==> src/verilog/pds_pkg.sv <==
// Behaviour
// - timing starts once all grouped rails regulate
// - delay code picks 2.5 to 100 ms
// - delay ignored when output neither power good nor termination enable
// - writing one starts shutdown, zero does nothing
// - shutdown returns every register to reset
// - shutdown bit self-clears, reads back zero
// - shutdown write is never acknowledged
// - first regulator sleep code in bits 7:1
// - first regulator uses sleep code when enabled
// - sleep pin fixed per regulator at build
// - second regulator sleep code in bits 7:1
// - second regulator uses sleep code when enabled
package pds_pkg;

  // ****************************************
  // register map
  // ****************************************
  localparam logic [7:0] OFS_PG_DELAY = 8'h43;
  localparam logic [7:0] OFS_SHUTDOWN = 8'h91;
  localparam logic [7:0] OFS_SLEEP_ONE = 8'h92;
  localparam logic [7:0] OFS_SLEEP_TWO = 8'h93;
  localparam int CODE_W = 7;
  localparam int DLY_W = 3;
  localparam int SLEEP_EN_BIT = 0;
  localparam int CODE_LSB = 1;
  localparam int SHUTDOWN_BIT = 0;
  localparam logic [DLY_W-1:0] RST_PG_DELAY = 3'h0;
  localparam logic [CODE_W-1:0] RST_CODE = 7'h00;
  localparam logic RST_SLEEP_EN = 1'b0;
  localparam logic [7:0] READ_UNMAPPED = 8'h00;
  localparam logic [2:0] BIT_LAST = 3'h7;

  // ****************************************
  // timing
  // ****************************************
  localparam int CLK_FREQ_KHZ = 200000;
  localparam int PG_TICK_US = 500;
  localparam int PG_TICK_CYCLES = PG_TICK_US * CLK_FREQ_KHZ / 1000;
  localparam int unsigned PG_DELAY_US [8] =
    '{2500, 5000, 10000, 15000, 20000, 50000, 75000, 100000};
  localparam int TICK_W = 17;
  localparam int TCNT_W = 8;

  // ****************************************
  // state types
  // ****************************************
  typedef enum logic [2:0] {
    ST_IDLE, ST_ADDR, ST_REG, ST_WDATA, ST_ACKW, ST_ACK, ST_RDATA, ST_MACK
  } pds_state_e;

  typedef struct packed {
    pds_state_e fsm;
    pds_state_e after;
    logic [2:0] cnt;
    logic [7:0] shift;
    logic [7:0] ptr;
    logic oe;
    logic sd;
    logic [DLY_W-1:0] pg_delay;
    logic [CODE_W-1:0] s1_code;
    logic s1_en;
    logic [CODE_W-1:0] s2_code;
    logic s2_en;
    logic [CODE_W-1:0] code1;
    logic [CODE_W-1:0] code2;
    logic [3:0] sy1;
    logic [3:0] sy2;
    logic [3:0] sy3;
    logic [3:0] flt;
    logic [3:0] fltp;
  } pds_main_s;

  localparam pds_main_s MAIN_RST = '{
    fsm: ST_IDLE, after: ST_IDLE, cnt: 3'h0, shift: 8'h00, ptr: 8'h00,
    oe: 1'b0, sd: 1'b0, pg_delay: RST_PG_DELAY, s1_code: RST_CODE,
    s1_en: RST_SLEEP_EN, s2_code: RST_CODE, s2_en: RST_SLEEP_EN,
    code1: RST_CODE, code2: RST_CODE, sy1: 4'hF, sy2: 4'hF, sy3: 4'hF,
    flt: 4'hF, fltp: 4'hF};

  typedef struct packed {
    logic pg;
    logic [TICK_W-1:0] pre;
    logic [TCNT_W-1:0] ticks;
  } pds_timer_s;

endpackage

==> src/verilog/pds_pg_timer.sv <==
`timescale 1ns/1ps
module pds_pg_timer #(
  parameter int TICK_CYCLES = pds_pkg::PG_TICK_CYCLES
) (
  input wire logic clk, // system clock
  input wire logic rst_b, // async reset, low
  input wire logic clr, // shutdown clear
  input wire logic rails_ok, // grouped rails regulate
  input wire logic used, // delay applies
  input wire logic [pds_pkg::DLY_W-1:0] code, // delay select
  output logic pg // power good
);
  import pds_pkg::*;

  pds_timer_s st;
  pds_timer_s n;
  logic [TCNT_W-1:0] target;

  // ****************************************
  // delay counter
  // ****************************************
  // prescaled tick counter, restarts whenever rails drop
  always_comb
  begin
    n = st;
    target = TCNT_W'(PG_DELAY_US[code] / PG_TICK_US);
    if (clr || !rails_ok)
    begin
      n = '0;
    end
    else if (!used)
    begin
      n.pg = 1'b1;
    end
    else if (!st.pg)
    begin
      if (st.pre == TICK_W'(TICK_CYCLES - 1))
      begin
        n.pre = '0;
        n.ticks = st.ticks + 8'h01;
        n.pg = (st.ticks + 8'h01) >= target;
      end
      else
      begin
        n.pre = st.pre + 17'h00001;
      end
    end
  end

  always_ff @(posedge clk or negedge rst_b)
  begin
    if (!rst_b)
      st <= '0;
    else
      st <= n;
  end

  assign pg = st.pg;

  // ****************************************
  // checks
  // ****************************************
  // cycles since rails came up, read only by checks
  logic [31:0] okcnt;
  always_ff @(posedge clk or negedge rst_b)
  begin
    if (!rst_b)
      okcnt <= '0;
    else if (clr || !rails_ok)
      okcnt <= '0;
    else
      okcnt <= okcnt + 32'h1;
  end

  property p_rail_drop;
    @(posedge clk) disable iff (!rst_b)
    !rails_ok |=> !pg;
  endproperty
  a_rail_drop: assert property (p_rail_drop)
    else $error("power good held with rails down");

  property p_delay_len;
    @(posedge clk) disable iff (!rst_b)
    (!st.pg && n.pg && used) |->
      (okcnt == 32'(target) * 32'(TICK_CYCLES) - 32'h1);
  endproperty
  a_delay_len: assert property (p_delay_len)
    else $error("power good delay length wrong");

  property p_no_delay;
    @(posedge clk) disable iff (!rst_b)
    (rails_ok && !used && !clr) |=> pg;
  endproperty
  a_no_delay: assert property (p_no_delay)
    else $error("delay applied while unused");

  c_pg_rise: cover property (@(posedge clk) disable iff (!rst_b)
    used ##1 $rose(pg));

endmodule // pds_pg_timer

==> src/verilog/pds_regs.sv <==
`timescale 1ns/1ps
module pds_regs #(
  parameter logic [6:0] DEV_ADDR = 7'h2A, // arbitrary bus address
  parameter logic FIRST_PIN_SEL = 1'b0, // 0 third, 1 sixth input
  parameter logic SECOND_PIN_SEL = 1'b1, // 0 third, 1 sixth input
  parameter int PG_TICK_CYCLES = pds_pkg::PG_TICK_CYCLES // per 0.5 ms
) (
  input wire logic SYS_CLK, // 200 MHz clock
  input wire logic RST_B, // async reset, low
  input wire logic SCL_IN, // serial clock pin
  input wire logic SDA_IN, // serial data pin level
  output logic SDA_OUT, // serial data drive value
  output logic SDA_OE, // high pulls data low
  input wire logic THIRD_CONTROL_INPUT, // sleep pin, low sleeps
  input wire logic SIXTH_CONTROL_INPUT, // sleep pin, low sleeps
  input wire logic [pds_pkg::CODE_W-1:0] FIRST_STEPDOWN_NORMAL_CODE, // norm
  input wire logic [pds_pkg::CODE_W-1:0] SECOND_STEPDOWN_NORMAL_CODE, // nrm
  output logic [pds_pkg::CODE_W-1:0] FIRST_STEPDOWN_CODE, // applied code
  output logic [pds_pkg::CODE_W-1:0] SECOND_STEPDOWN_CODE, // applied code
  input wire logic RAILS_IN_RANGE, // grouped rails regulate
  input wire logic THIRD_OUTPUT_IS_GOOD, // output acts as power good
  input wire logic THIRD_OUTPUT_TERM_EN, // output enables termination
  output logic THIRD_GENERAL_OUTPUT, // delayed power good
  output logic EMERGENCY_SHUTDOWN // one-cycle shutdown pulse
);
  import pds_pkg::*;

  pds_main_s st;
  pds_main_s n;
  logic scl_rise;
  logic scl_fall;
  logic bus_start;
  logic bus_stop;
  logic sda;
  logic [7:0] got;
  logic [7:0] rd;
  logic pin1;
  logic pin2;

  // ****************************************
  // pin filtering and edges
  // ****************************************
  // bit 0 clock, bit 1 data, bit 2 third input, bit 3 sixth input
  always_comb
  begin
    sda = st.flt[1];
    scl_rise = st.flt[0] && !st.fltp[0];
    scl_fall = !st.flt[0] && st.fltp[0];
    bus_start = st.flt[0] && st.fltp[0] && !st.flt[1] && st.fltp[1];
    bus_stop = st.flt[0] && st.fltp[0] && st.flt[1] && !st.fltp[1];
    got = {st.shift[6:0], sda};
    pin1 = FIRST_PIN_SEL ? st.flt[3] : st.flt[2];
    pin2 = SECOND_PIN_SEL ? st.flt[3] : st.flt[2];
  end

  // ****************************************
  // read mux
  // ****************************************
  // reserved bits and unmapped offsets read zero
  always_comb
  begin
    case (st.ptr)
      OFS_PG_DELAY: rd = {5'h00, st.pg_delay};
      OFS_SHUTDOWN: rd = 8'h00;
      OFS_SLEEP_ONE: rd = {st.s1_code, st.s1_en};
      OFS_SLEEP_TWO: rd = {st.s2_code, st.s2_en};
      default: rd = READ_UNMAPPED;
    endcase
  end

  // ****************************************
  // bus engine and registers
  // ****************************************
  // ack driven on clock fall, data sampled on clock rise
  always_comb
  begin
    n = st;
    n.sd = 1'b0;
    n.sy1 = {SIXTH_CONTROL_INPUT, THIRD_CONTROL_INPUT, SDA_IN, SCL_IN};
    n.sy2 = st.sy1;
    n.sy3 = st.sy2;
    n.flt = (st.sy2 & st.sy3) | (st.flt & (st.sy2 ^ st.sy3));
    n.fltp = st.flt;
    // sleep code only while enabled and assigned pin low
    n.code1 = (st.s1_en && !pin1) ? st.s1_code
                                  : FIRST_STEPDOWN_NORMAL_CODE;
    n.code2 = (st.s2_en && !pin2) ? st.s2_code
                                  : SECOND_STEPDOWN_NORMAL_CODE;
    if (bus_start)
    begin
      n.fsm = ST_ADDR;
      n.cnt = 3'h0;
      n.oe = 1'b0;
    end
    else if (bus_stop)
    begin
      n.fsm = ST_IDLE;
      n.oe = 1'b0;
    end
    else if (scl_rise)
    begin
      case (st.fsm)
        ST_ADDR, ST_REG, ST_WDATA:
        begin
          n.shift = got;
          n.cnt = st.cnt + 3'h1;
          if (st.cnt == BIT_LAST)
          begin
            n.fsm = ST_ACKW;
            n.after = ST_WDATA;
            case (st.fsm)
              ST_ADDR:
              begin
                if (got[7:1] != DEV_ADDR)
                  n.fsm = ST_IDLE;
                else if (got[0])
                  n.after = ST_RDATA;
                else
                  n.after = ST_REG;
              end
              ST_REG: n.ptr = got;
              default:
              begin
                // full byte in hand before shutdown, no ack
                if (st.ptr == OFS_SHUTDOWN && got[SHUTDOWN_BIT])
                begin
                  n.fsm = ST_IDLE;
                  n.sd = 1'b1;
                end
                else
                begin
                  case (st.ptr)
                    OFS_PG_DELAY: n.pg_delay = got[DLY_W-1:0];
                    OFS_SLEEP_ONE:
                    begin
                      n.s1_code = got[7:CODE_LSB];
                      n.s1_en = got[SLEEP_EN_BIT];
                    end
                    OFS_SLEEP_TWO:
                    begin
                      n.s2_code = got[7:CODE_LSB];
                      n.s2_en = got[SLEEP_EN_BIT];
                    end
                    default: ;
                  endcase
                  n.ptr = st.ptr + 8'h01;
                end
              end
            endcase
          end
        end
        ST_MACK:
        begin
          n.fsm = sda ? ST_IDLE : ST_ACK;
          n.after = ST_RDATA;
        end
        default: ;
      endcase
    end
    else if (scl_fall)
    begin
      case (st.fsm)
        ST_ACKW:
        begin
          n.fsm = ST_ACK;
          n.oe = 1'b1;
        end
        ST_ACK:
        begin
          n.fsm = st.after;
          n.oe = 1'b0;
          n.cnt = 3'h0;
          if (st.after == ST_RDATA)
          begin
            n.shift = rd;
            n.oe = !rd[7];
          end
        end
        ST_RDATA:
        begin
          if (st.cnt == BIT_LAST)
          begin
            n.oe = 1'b0;
            n.fsm = ST_MACK;
            n.ptr = st.ptr + 8'h01;
          end
          else
          begin
            n.shift = {st.shift[6:0], 1'b0};
            n.oe = !st.shift[6];
            n.cnt = st.cnt + 3'h1;
          end
        end
        default: ;
      endcase
    end
    // shutdown pulse wipes the whole controller next edge
    if (st.sd)
      n = MAIN_RST;
  end

  always_ff @(posedge SYS_CLK or negedge RST_B)
  begin
    if (!RST_B)
      st <= MAIN_RST;
    else
      st <= n;
  end

  // ****************************************
  // power good delay
  // ****************************************
  pds_pg_timer #(
    .TICK_CYCLES(PG_TICK_CYCLES)
  ) u_timer (
    .clk(SYS_CLK),
    .rst_b(RST_B),
    .clr(st.sd),
    .rails_ok(RAILS_IN_RANGE),
    .used(THIRD_OUTPUT_IS_GOOD || THIRD_OUTPUT_TERM_EN),
    .code(st.pg_delay),
    .pg(THIRD_GENERAL_OUTPUT)
  );

  // outputs from state flops, data drive value tied low
  assign SDA_OUT = 1'b0;
  assign SDA_OE = st.oe;
  assign FIRST_STEPDOWN_CODE = st.code1;
  assign SECOND_STEPDOWN_CODE = st.code2;
  assign EMERGENCY_SHUTDOWN = st.sd;

  // ****************************************
  // checks
  // ****************************************
  property p_sd_nack;
    @(posedge SYS_CLK) disable iff (!RST_B)
    st.sd |-> !st.oe ##1 (!st.oe) [*3];
  endproperty
  a_sd_nack: assert property (p_sd_nack)
    else $error("shutdown write was acknowledged");

  property p_sd_wipe;
    @(posedge SYS_CLK) disable iff (!RST_B)
    st.sd |=> (st.s1_code == RST_CODE && !st.s1_en && !st.s2_en &&
      st.pg_delay == RST_PG_DELAY && st.ptr == 8'h00 && !st.sd);
  endproperty
  a_sd_wipe: assert property (p_sd_wipe)
    else $error("registers survived shutdown");

  property p_sd_reads_zero;
    @(posedge SYS_CLK) disable iff (!RST_B)
    (st.ptr == OFS_SHUTDOWN) |-> (rd == 8'h00);
  endproperty
  a_sd_reads_zero: assert property (p_sd_reads_zero)
    else $error("shutdown bit reads nonzero");

  property p_zero_no_action;
    @(posedge SYS_CLK) disable iff (!RST_B)
    (scl_rise && !bus_start && !bus_stop && st.fsm == ST_WDATA &&
      st.cnt == BIT_LAST && st.ptr == OFS_SHUTDOWN && !sda)
      |=> (!st.sd && st.fsm == ST_ACKW);
  endproperty
  a_zero_no_action: assert property (p_zero_no_action)
    else $error("zero write acted on shutdown");

  property p_full_byte;
    @(posedge SYS_CLK) disable iff (!RST_B)
    st.sd |-> ($past(st.fsm) == ST_WDATA && $past(st.cnt) == BIT_LAST);
  endproperty
  a_full_byte: assert property (p_full_byte)
    else $error("shutdown before full byte");

  property p_first_normal;
    @(posedge SYS_CLK) disable iff (!RST_B)
    (!st.s1_en && !st.sd) |=>
      (FIRST_STEPDOWN_CODE == $past(FIRST_STEPDOWN_NORMAL_CODE));
  endproperty
  a_first_normal: assert property (p_first_normal)
    else $error("first regulator left normal code");

  property p_second_sleep;
    @(posedge SYS_CLK) disable iff (!RST_B)
    (st.s2_en && !pin2 && !st.sd) |=>
      (SECOND_STEPDOWN_CODE == $past(st.s2_code));
  endproperty
  a_second_sleep: assert property (p_second_sleep)
    else $error("second regulator missed sleep code");

  c_shutdown: cover property (@(posedge SYS_CLK) disable iff (!RST_B)
    st.sd);
  c_read: cover property (@(posedge SYS_CLK) disable iff (!RST_B)
    st.fsm == ST_RDATA ##[1:1000] st.fsm == ST_MACK);
  c_sleep: cover property (@(posedge SYS_CLK) disable iff (!RST_B)
    st.s1_en && !pin1);

endmodule // pds_regs

==> config.mk <==
export PLATFORM = sky130hd
export DESIGN_NAME = pds_regs
export DESIGN_NICKNAME = d
export VERILOG_FILES = /design/src/verilog/pds_pkg.sv /design/src/verilog/pds_pg_timer.sv /design/src/verilog/pds_regs.sv
export SDC_FILE = /design/constraint.sdc
export NUM_CORES = 1
export LEC_CHECK = 0
export BUFFER_PORTS_ARGS = -buffer_cell sky130_fd_sc_hd__buf_2
export CAP_MARGIN = 15
export CORE_MARGIN = 2
export CORE_UTILIZATION = 60
export DETAILED_ROUTE_END_ITERATION = 6
export PLACE_DENSITY = 0.83
export SYNTH_ARGS = -nofsm -noshare
export SYNTH_HDL_FRONTEND = slang
export SYNTH_SLANG_ARGS = --single-unit
==> constraint.sdc <==
create_clock -name SYS_CLK -period 12.62 [get_ports SYS_CLK]
set_input_delay 1.893 -clock SYS_CLK [delete_from_list [all_inputs] [get_ports SYS_CLK]]
set_output_delay 1.893 -clock SYS_CLK [all_outputs]
set_load 0.1 [all_outputs]
==> Word level (Yosys, flattened, before mapping) <==
Memories as Yosys holds them, arrays and structs flattened.
Index checks and enable logic that the tools add are counted.
Widths: inputs -> output; s select.
{ "totals": {"regBits": 103, "mem_bits_ro": 256, "inputBits": 23, "output_inout_bits": 18, "wordCells": 181, "mem_count": 1} }
{ "op_classes": {"n_addsub": 4, "div": 1, "order_cmp": 2, "eq_ne": 33, "n_mux": 61, "bitwise_logic": 5, "n_reduce_logical": 52} }
{ "mem_list": {"columns": ["memory", "depth", "width", "read_ports", "rd_ports_with_merged_regs", "write_ports", "line", "rtl"], "rows": [
  ["(name not given)", 8, 32, 1, 0, 0, "pds_pg_timer.sv:26", "target = TCNT_W'(PG_DELAY_US[code] / PG_TICK_US);"]
]} }
{ "ops": {"columns": ["cell", "count"], "rows": [
  ["$mux 20", 7],
  ["$mux 80", 1],
  ["$mux 32", 2],
  ["$mux 8", 8],
  ["$mux 19", 3],
  ["$mux 26", 2],
  ["$mux 3", 15],
  ["$div 32x9->32 const B", 1],
  ["$reduce_and 8->1", 4],
  ["$mux 25", 1],
  ["$eq 8x8->1 const B", 3],
  ["$pmux 8 s3", 1],
  ["$mux 22", 1],
  ["$pmux 11 s2", 1],
  ["$eq 3x3->1 const B", 6],
  ["$add 17x1->17 const B", 1],
  ["$eq 17x17->1 const B", 1],
  ["$mux 17", 1],
  ["$add 8x1->8 const B", 2],
  ["$mux 16", 1],
  ["$pmux 8 s2", 1],
  ["$reduce_bool 2->1", 8],
  ["$reduce_and 5->1", 3],
  ["$mux 7", 2],
  ["41 further kinds", 82]
]} }

==> Longest topological paths before layout <==
{ "depth": {"depth_word": 10, "depth_mapped": 36, "depth_no_buf": 33} }

==> By module <==
A second synthesis with hierarchy kept.
{ "hier_totals": {"cells_unflattened": 757, "hier_area_um2": 6910.4} }
{ "by_module_without_submodules": {"columns": ["module", "n_inst", "cells_each", "area_per_inst_um2", "seq_area_each_um2"], "rows": [
  ["pds_regs", 1, 415, 4202.8, 1949.4],
  ["pds_pg_timer", 1, 342, 2707.6, 650.6]
]} }

==> Worst setup path after synthesis <==
OpenSTA, ideal clock, no wires.
{ "synth_timing": {"path_kind": "reg-to-reg", "from": "register st[50] in the netlist's numbering", "to": "register u_timer.st (netlist bit u_timer.pg)", "setup_time_ns": 0.132, "t_arrival_ns": 6.346, "required_ns": 12.488, "path_slack_ns": 6.142, "stages_incl_launch_ff": 34, "n_path_buf": 2, "period_less_slack_ns": 6.478, "cell_sequence": "dfrtp_1 > buf_6 > inv_1 > ha_1 > xnor2_1 > o21ai_0 > ha_1 > a211o_1 > a32o_2 > or3_1 > buf_2 > o21ai_4 > mux2i_2 > or3_4 > a21oi_1 > or2_1 > a211o_1 > a211o_1 > o31a_1 > nor4b_2 > o211ai_1 > ha_1 > nand2b_1 > a21o_1 > a21oi_1 > nor2b_1 > o21ai_0 > nand2b_1 > a21oi_1 > nor2b_1 > o21ai_0 > nand2b_1 > a21oi_1 > nor2_1"} }
{ "synth_lines": {"columns": ["item", "line", "rtl"], "rows": [
  ["from (decl)", "pds_regs.sv:28", "pds_main_s st;"],
  ["from (signal assigned)", "pds_regs.sv:207", "st <= n;"],
  ["to (signal assigned)", "pds_pg_timer.sv:55", "st <= n;"],
  ["to (decl)", "pds_pg_timer.sv:15", "pds_timer_s st;"]
]} }

==> results.json <==
{
  "avgSynthCellArea_um2": 8.64,
  "seq_area_frac_synth": 0.376,
  "critPathRequiredTime_ps": 12850,
  "fin_crit_sh": 0.589,
  "comb_power_share": 0.156,
  "globalRouteTotalUtil": 0.272,
  "core_mm2": 0.0113,
  "worstPathMaxFanout": 23,
  "vias_per_cell": 6.37,
  "critPathLaunchType": "flip-flop",
  "rsz0062_at_grt": "no",
  "ios": 41,
  "wl_per_cell_um": 17.5,
  "yosysWarningCount": 0,
  "mostFrequentLayoutCell": "nor2_1",
  "antenna_left": 0,
  "synth_area_mm2": 0.00691,
  "crit_family": "compound AO/OA/AOI/OAI gates",
  "rows": 39,
  "hpwl_um": 12300,
  "drv_slew": 0,
  "power.share.clock": 0.351,
  "syn2layout_area_growth_pct": 5.92,
  "synth_compound_gate_area_share": 0.206,
  "synthSimpleGateAreaFrac": 0.244,
  "final_cell_count_no_fill": 949,
  "postRouteWirelength_um": 16600,
  "overflow": 0,
  "die_w_um": 111,
  "final_layout_size_suffix_gt1_frac": 0.140,
  "timing.final.crit_period_ps": 7440,
  "final-setup-viol-count": 0,
  "critical_path_class": "flip-flop to flip-flop",
  "synth-async-reset-ratio": 1.00,
  "total_leakage_power_uw": 0.00318,
  "place.gp.congestion": 0.910,
  "sw_frac_of_total": 0.301,
  "clock_latency_ps": 350,
  "vdd.ir_drop.worst_mv": 0.172,
  "crit_cells": 30,
  "ctsResizeCount": 0,
  "port_buffers": 39,
  "fillers": 932,
  "cts.sinks": 103,
  "synth_top_family_by_area": "simple AND/OR/NAND/NOR gates",
  "grt_pass1_vias": 5701,
  "cts_buffer_depth": 2,
  "ctsHoldBuffers": 0,
  "p_seq_frac": 0.493,
  "synth_edf_count": 0,
  "max_stage_delay_ps": 720,
  "p_per_area_mw_per_mm2": 108,
  "cp.arrival_ps": 7670,
  "mostFrequentLayoutCells": "91 x nor2_1, 86 x nand2_1, 85 x dfrtp_1, 65 x o21ai_0, 48 x a21oi_1",
  "whs_ps": 485,
  "grt_pass1_wl_um": 27600,
  "syn-num-nets": 848,
  "crit_top_cell": "a21oi_1",
  "hold_viol": 0,
  "tightestPinTransition_ps": 1030,
  "p_sw_uw": 237,
  "status": "finished, violations left",
  "place_inst": 933,
  "ys_ff_latch": 103,
  "muxShareOfSynthArea": 0.0315,
  "drc": 1,
  "antenna_found_initial": 0,
  "violations": "DRC",
  "tns_ps": 0,
  "worstHoldPathType": "flip-flop to flip-flop",
  "intPower_uw": 550,
  "fmax_ghz": 0.134,
  "synthCells": 800,
  "ys.flop_type": "dfrtp_1",
  "die_y_um": 111,
  "firstDrtPassIters": 7,
  "multi_input_area_mm2": 0.00398,
  "final_util": 0.646,
  "cts_tree": "done",
  "ctsRootBufferMaster": "clkbuf_16",
  "htreeDepth": 3,
  "maxCapViolations": 0,
  "crit_slowest_cell": "dfrtp_1",
  "cts_buffers": 9,
  "worst_setup_path_end_kind": "flip-flop",
  "yosysUniqueCellTypes": 91,
  "die_area_mm2": 0.0124,
  "slew_headroom": 0.312,
  "grt_max_degree": 70,
  "start_util": 0.610,
  "drtIter0Drc": 567,
  "hold_path_depth": 1,
  "postCtsSetupRepairBufs": 0,
  "insertedDiodeCount": 0,
  "crit_buf_inv": 2,
  "clkSlewWorstSetupHoldPaths_ps": 70,
  "layout.area.seq_mm2": 0.00260,
  "synth_xor_xnor_area_share": 0.0444,
  "nets": 849,
  "synth-adder-area-share": 0.0496,
  "reg2reg_depth": 30,
  "num_vias": 6043,
  "finClkSkew_ps": 10.4
}
cell usage after synthesis (all sizes together) (4+ instances only):
cell | instances | share of area
clkbuf | 28 | 0.015
and2 | 9 | 0.0083
nor2 | 91 | 0.049
a211o | 12 | 0.015
nor3 | 24 | 0.020
a221oi | 5 | 0.0063
nand3 | 21 | 0.015
mux2i | 18 | 0.027
nor3b | 8 | 0.0087
o31ai | 5 | 0.0054
xor2 | 18 | 0.023
nand2b | 21 | 0.019
o311ai | 4 | 0.0062
a21o | 4 | 0.0043
nor2b | 13 | 0.012
inv | 15 | 0.0082
o22ai | 4 | 0.0045
or3 | 8 | 0.0080
ha | 25 | 0.045
or2 | 18 | 0.016
o41ai | 4 | 0.0051
a21oi | 49 | 0.036
dfstp | 18 | 0.068
nand3b | 4 | 0.0043
nor4 | 5 | 0.0045
o21ai | 73 | 0.055
nand4 | 10 | 0.0091
nand2 | 86 | 0.047
and3 | 7 | 0.0063
a22o | 5 | 0.0063
a211oi | 5 | 0.0080
buf | 23 | 0.024
dfrtp | 85 | 0.31
xnor2 | 17 | 0.022
o211ai | 5 | 0.0062
final cells by class:
class / count / share of cell area
clock buffers: 11 / 0.0318
clock inverters: 5 / 0.00769
inverters: 15 / 0.00769
multi-input cells: 631 / 0.544
flip-flops and latches: 103 / 0.355
well taps: 143 / 0.0244
repair buffers: 41 / 0.0291
power by group through the flow:
stage          sequential, µW  clock (µW)  combinational (µW)
6_report                  388         276                 123
5_1_grt                   391         295                 135
4_1_cts                   387         281                 123
3_5_place_dp              393           0                 122
3_3_place_gp              392           0                 118
2_1_floorplan             388           0                94.6
per-layer routing:
| layer | up-vias | GRT usage | wire [µm] |
|---|---|---|---|
| li1 | 2865 | - | - |
| met1 | 2892 | 0.340 | 6780 |
| met2 | 224 | 0.452 | 8350 |
| met3 | 62 | 0.0432 | 702 |
| met4 | 0 | 0.155 | 796 |
| met5 | - | 0 | 0 |
final timing paths:
check                              startpoint                         end  slack (ps)
max reg2reg                st[52]$_DFFE_PN0P_        u_timer.pg$_DFF_PN0_        5180
min reg2reg                st[71]$_DFFE_PN0P_          st[71]$_DFFE_PN0P_         480
max in group asynchronous               RST_B          got[1]$_DFFE_PN0P_        9950
min in group asynchronous               RST_B  u_timer.st[18]$_DFFE_PN0P_        1480
max                        st[52]$_DFFE_PN0P_        u_timer.pg$_DFF_PN0_        5180
min                        st[71]$_DFFE_PN0P_          st[71]$_DFFE_PN0P_         480
state kept, by name, summed over array words and instances (netlist names):
name	cells
EMERGENCY_SHUTDOWN	1
u_timer.st	25
st	51
u_timer.pg	1
got	8
pin2	1
pin1	1
SDA_OE	1
FIRST_STEPDOWN_CODE	7
SECOND_STEPDOWN_CODE	7
per-stage QoR:
| stage | total power (µW) | worst slack [ps] | cell area (µm²) |
|---|---|---|---|
| after floorplan | 482 | 6140 | 6910 |
| after global placement | 510 | 5420 | 7030 |
| after detailed placement | 515 | 5310 | 7030 |
| after CTS | 791 | 5290 | 7320 |
| after global routing | 821 | 4580 | 7320 |
| final | 787 | 5180 | 7320 |
cells by family after synthesis:
group                      Yosys count
and+or+nand+nor                    336
AOI/OAI and AO/OA                  210
DFF                                103
buffers and inverters               66
xor gates and xnor gates            35
adders and majority gates           28
muxes                               21
other                                1
No activity file was read; power rests on OpenSTA's default activity.
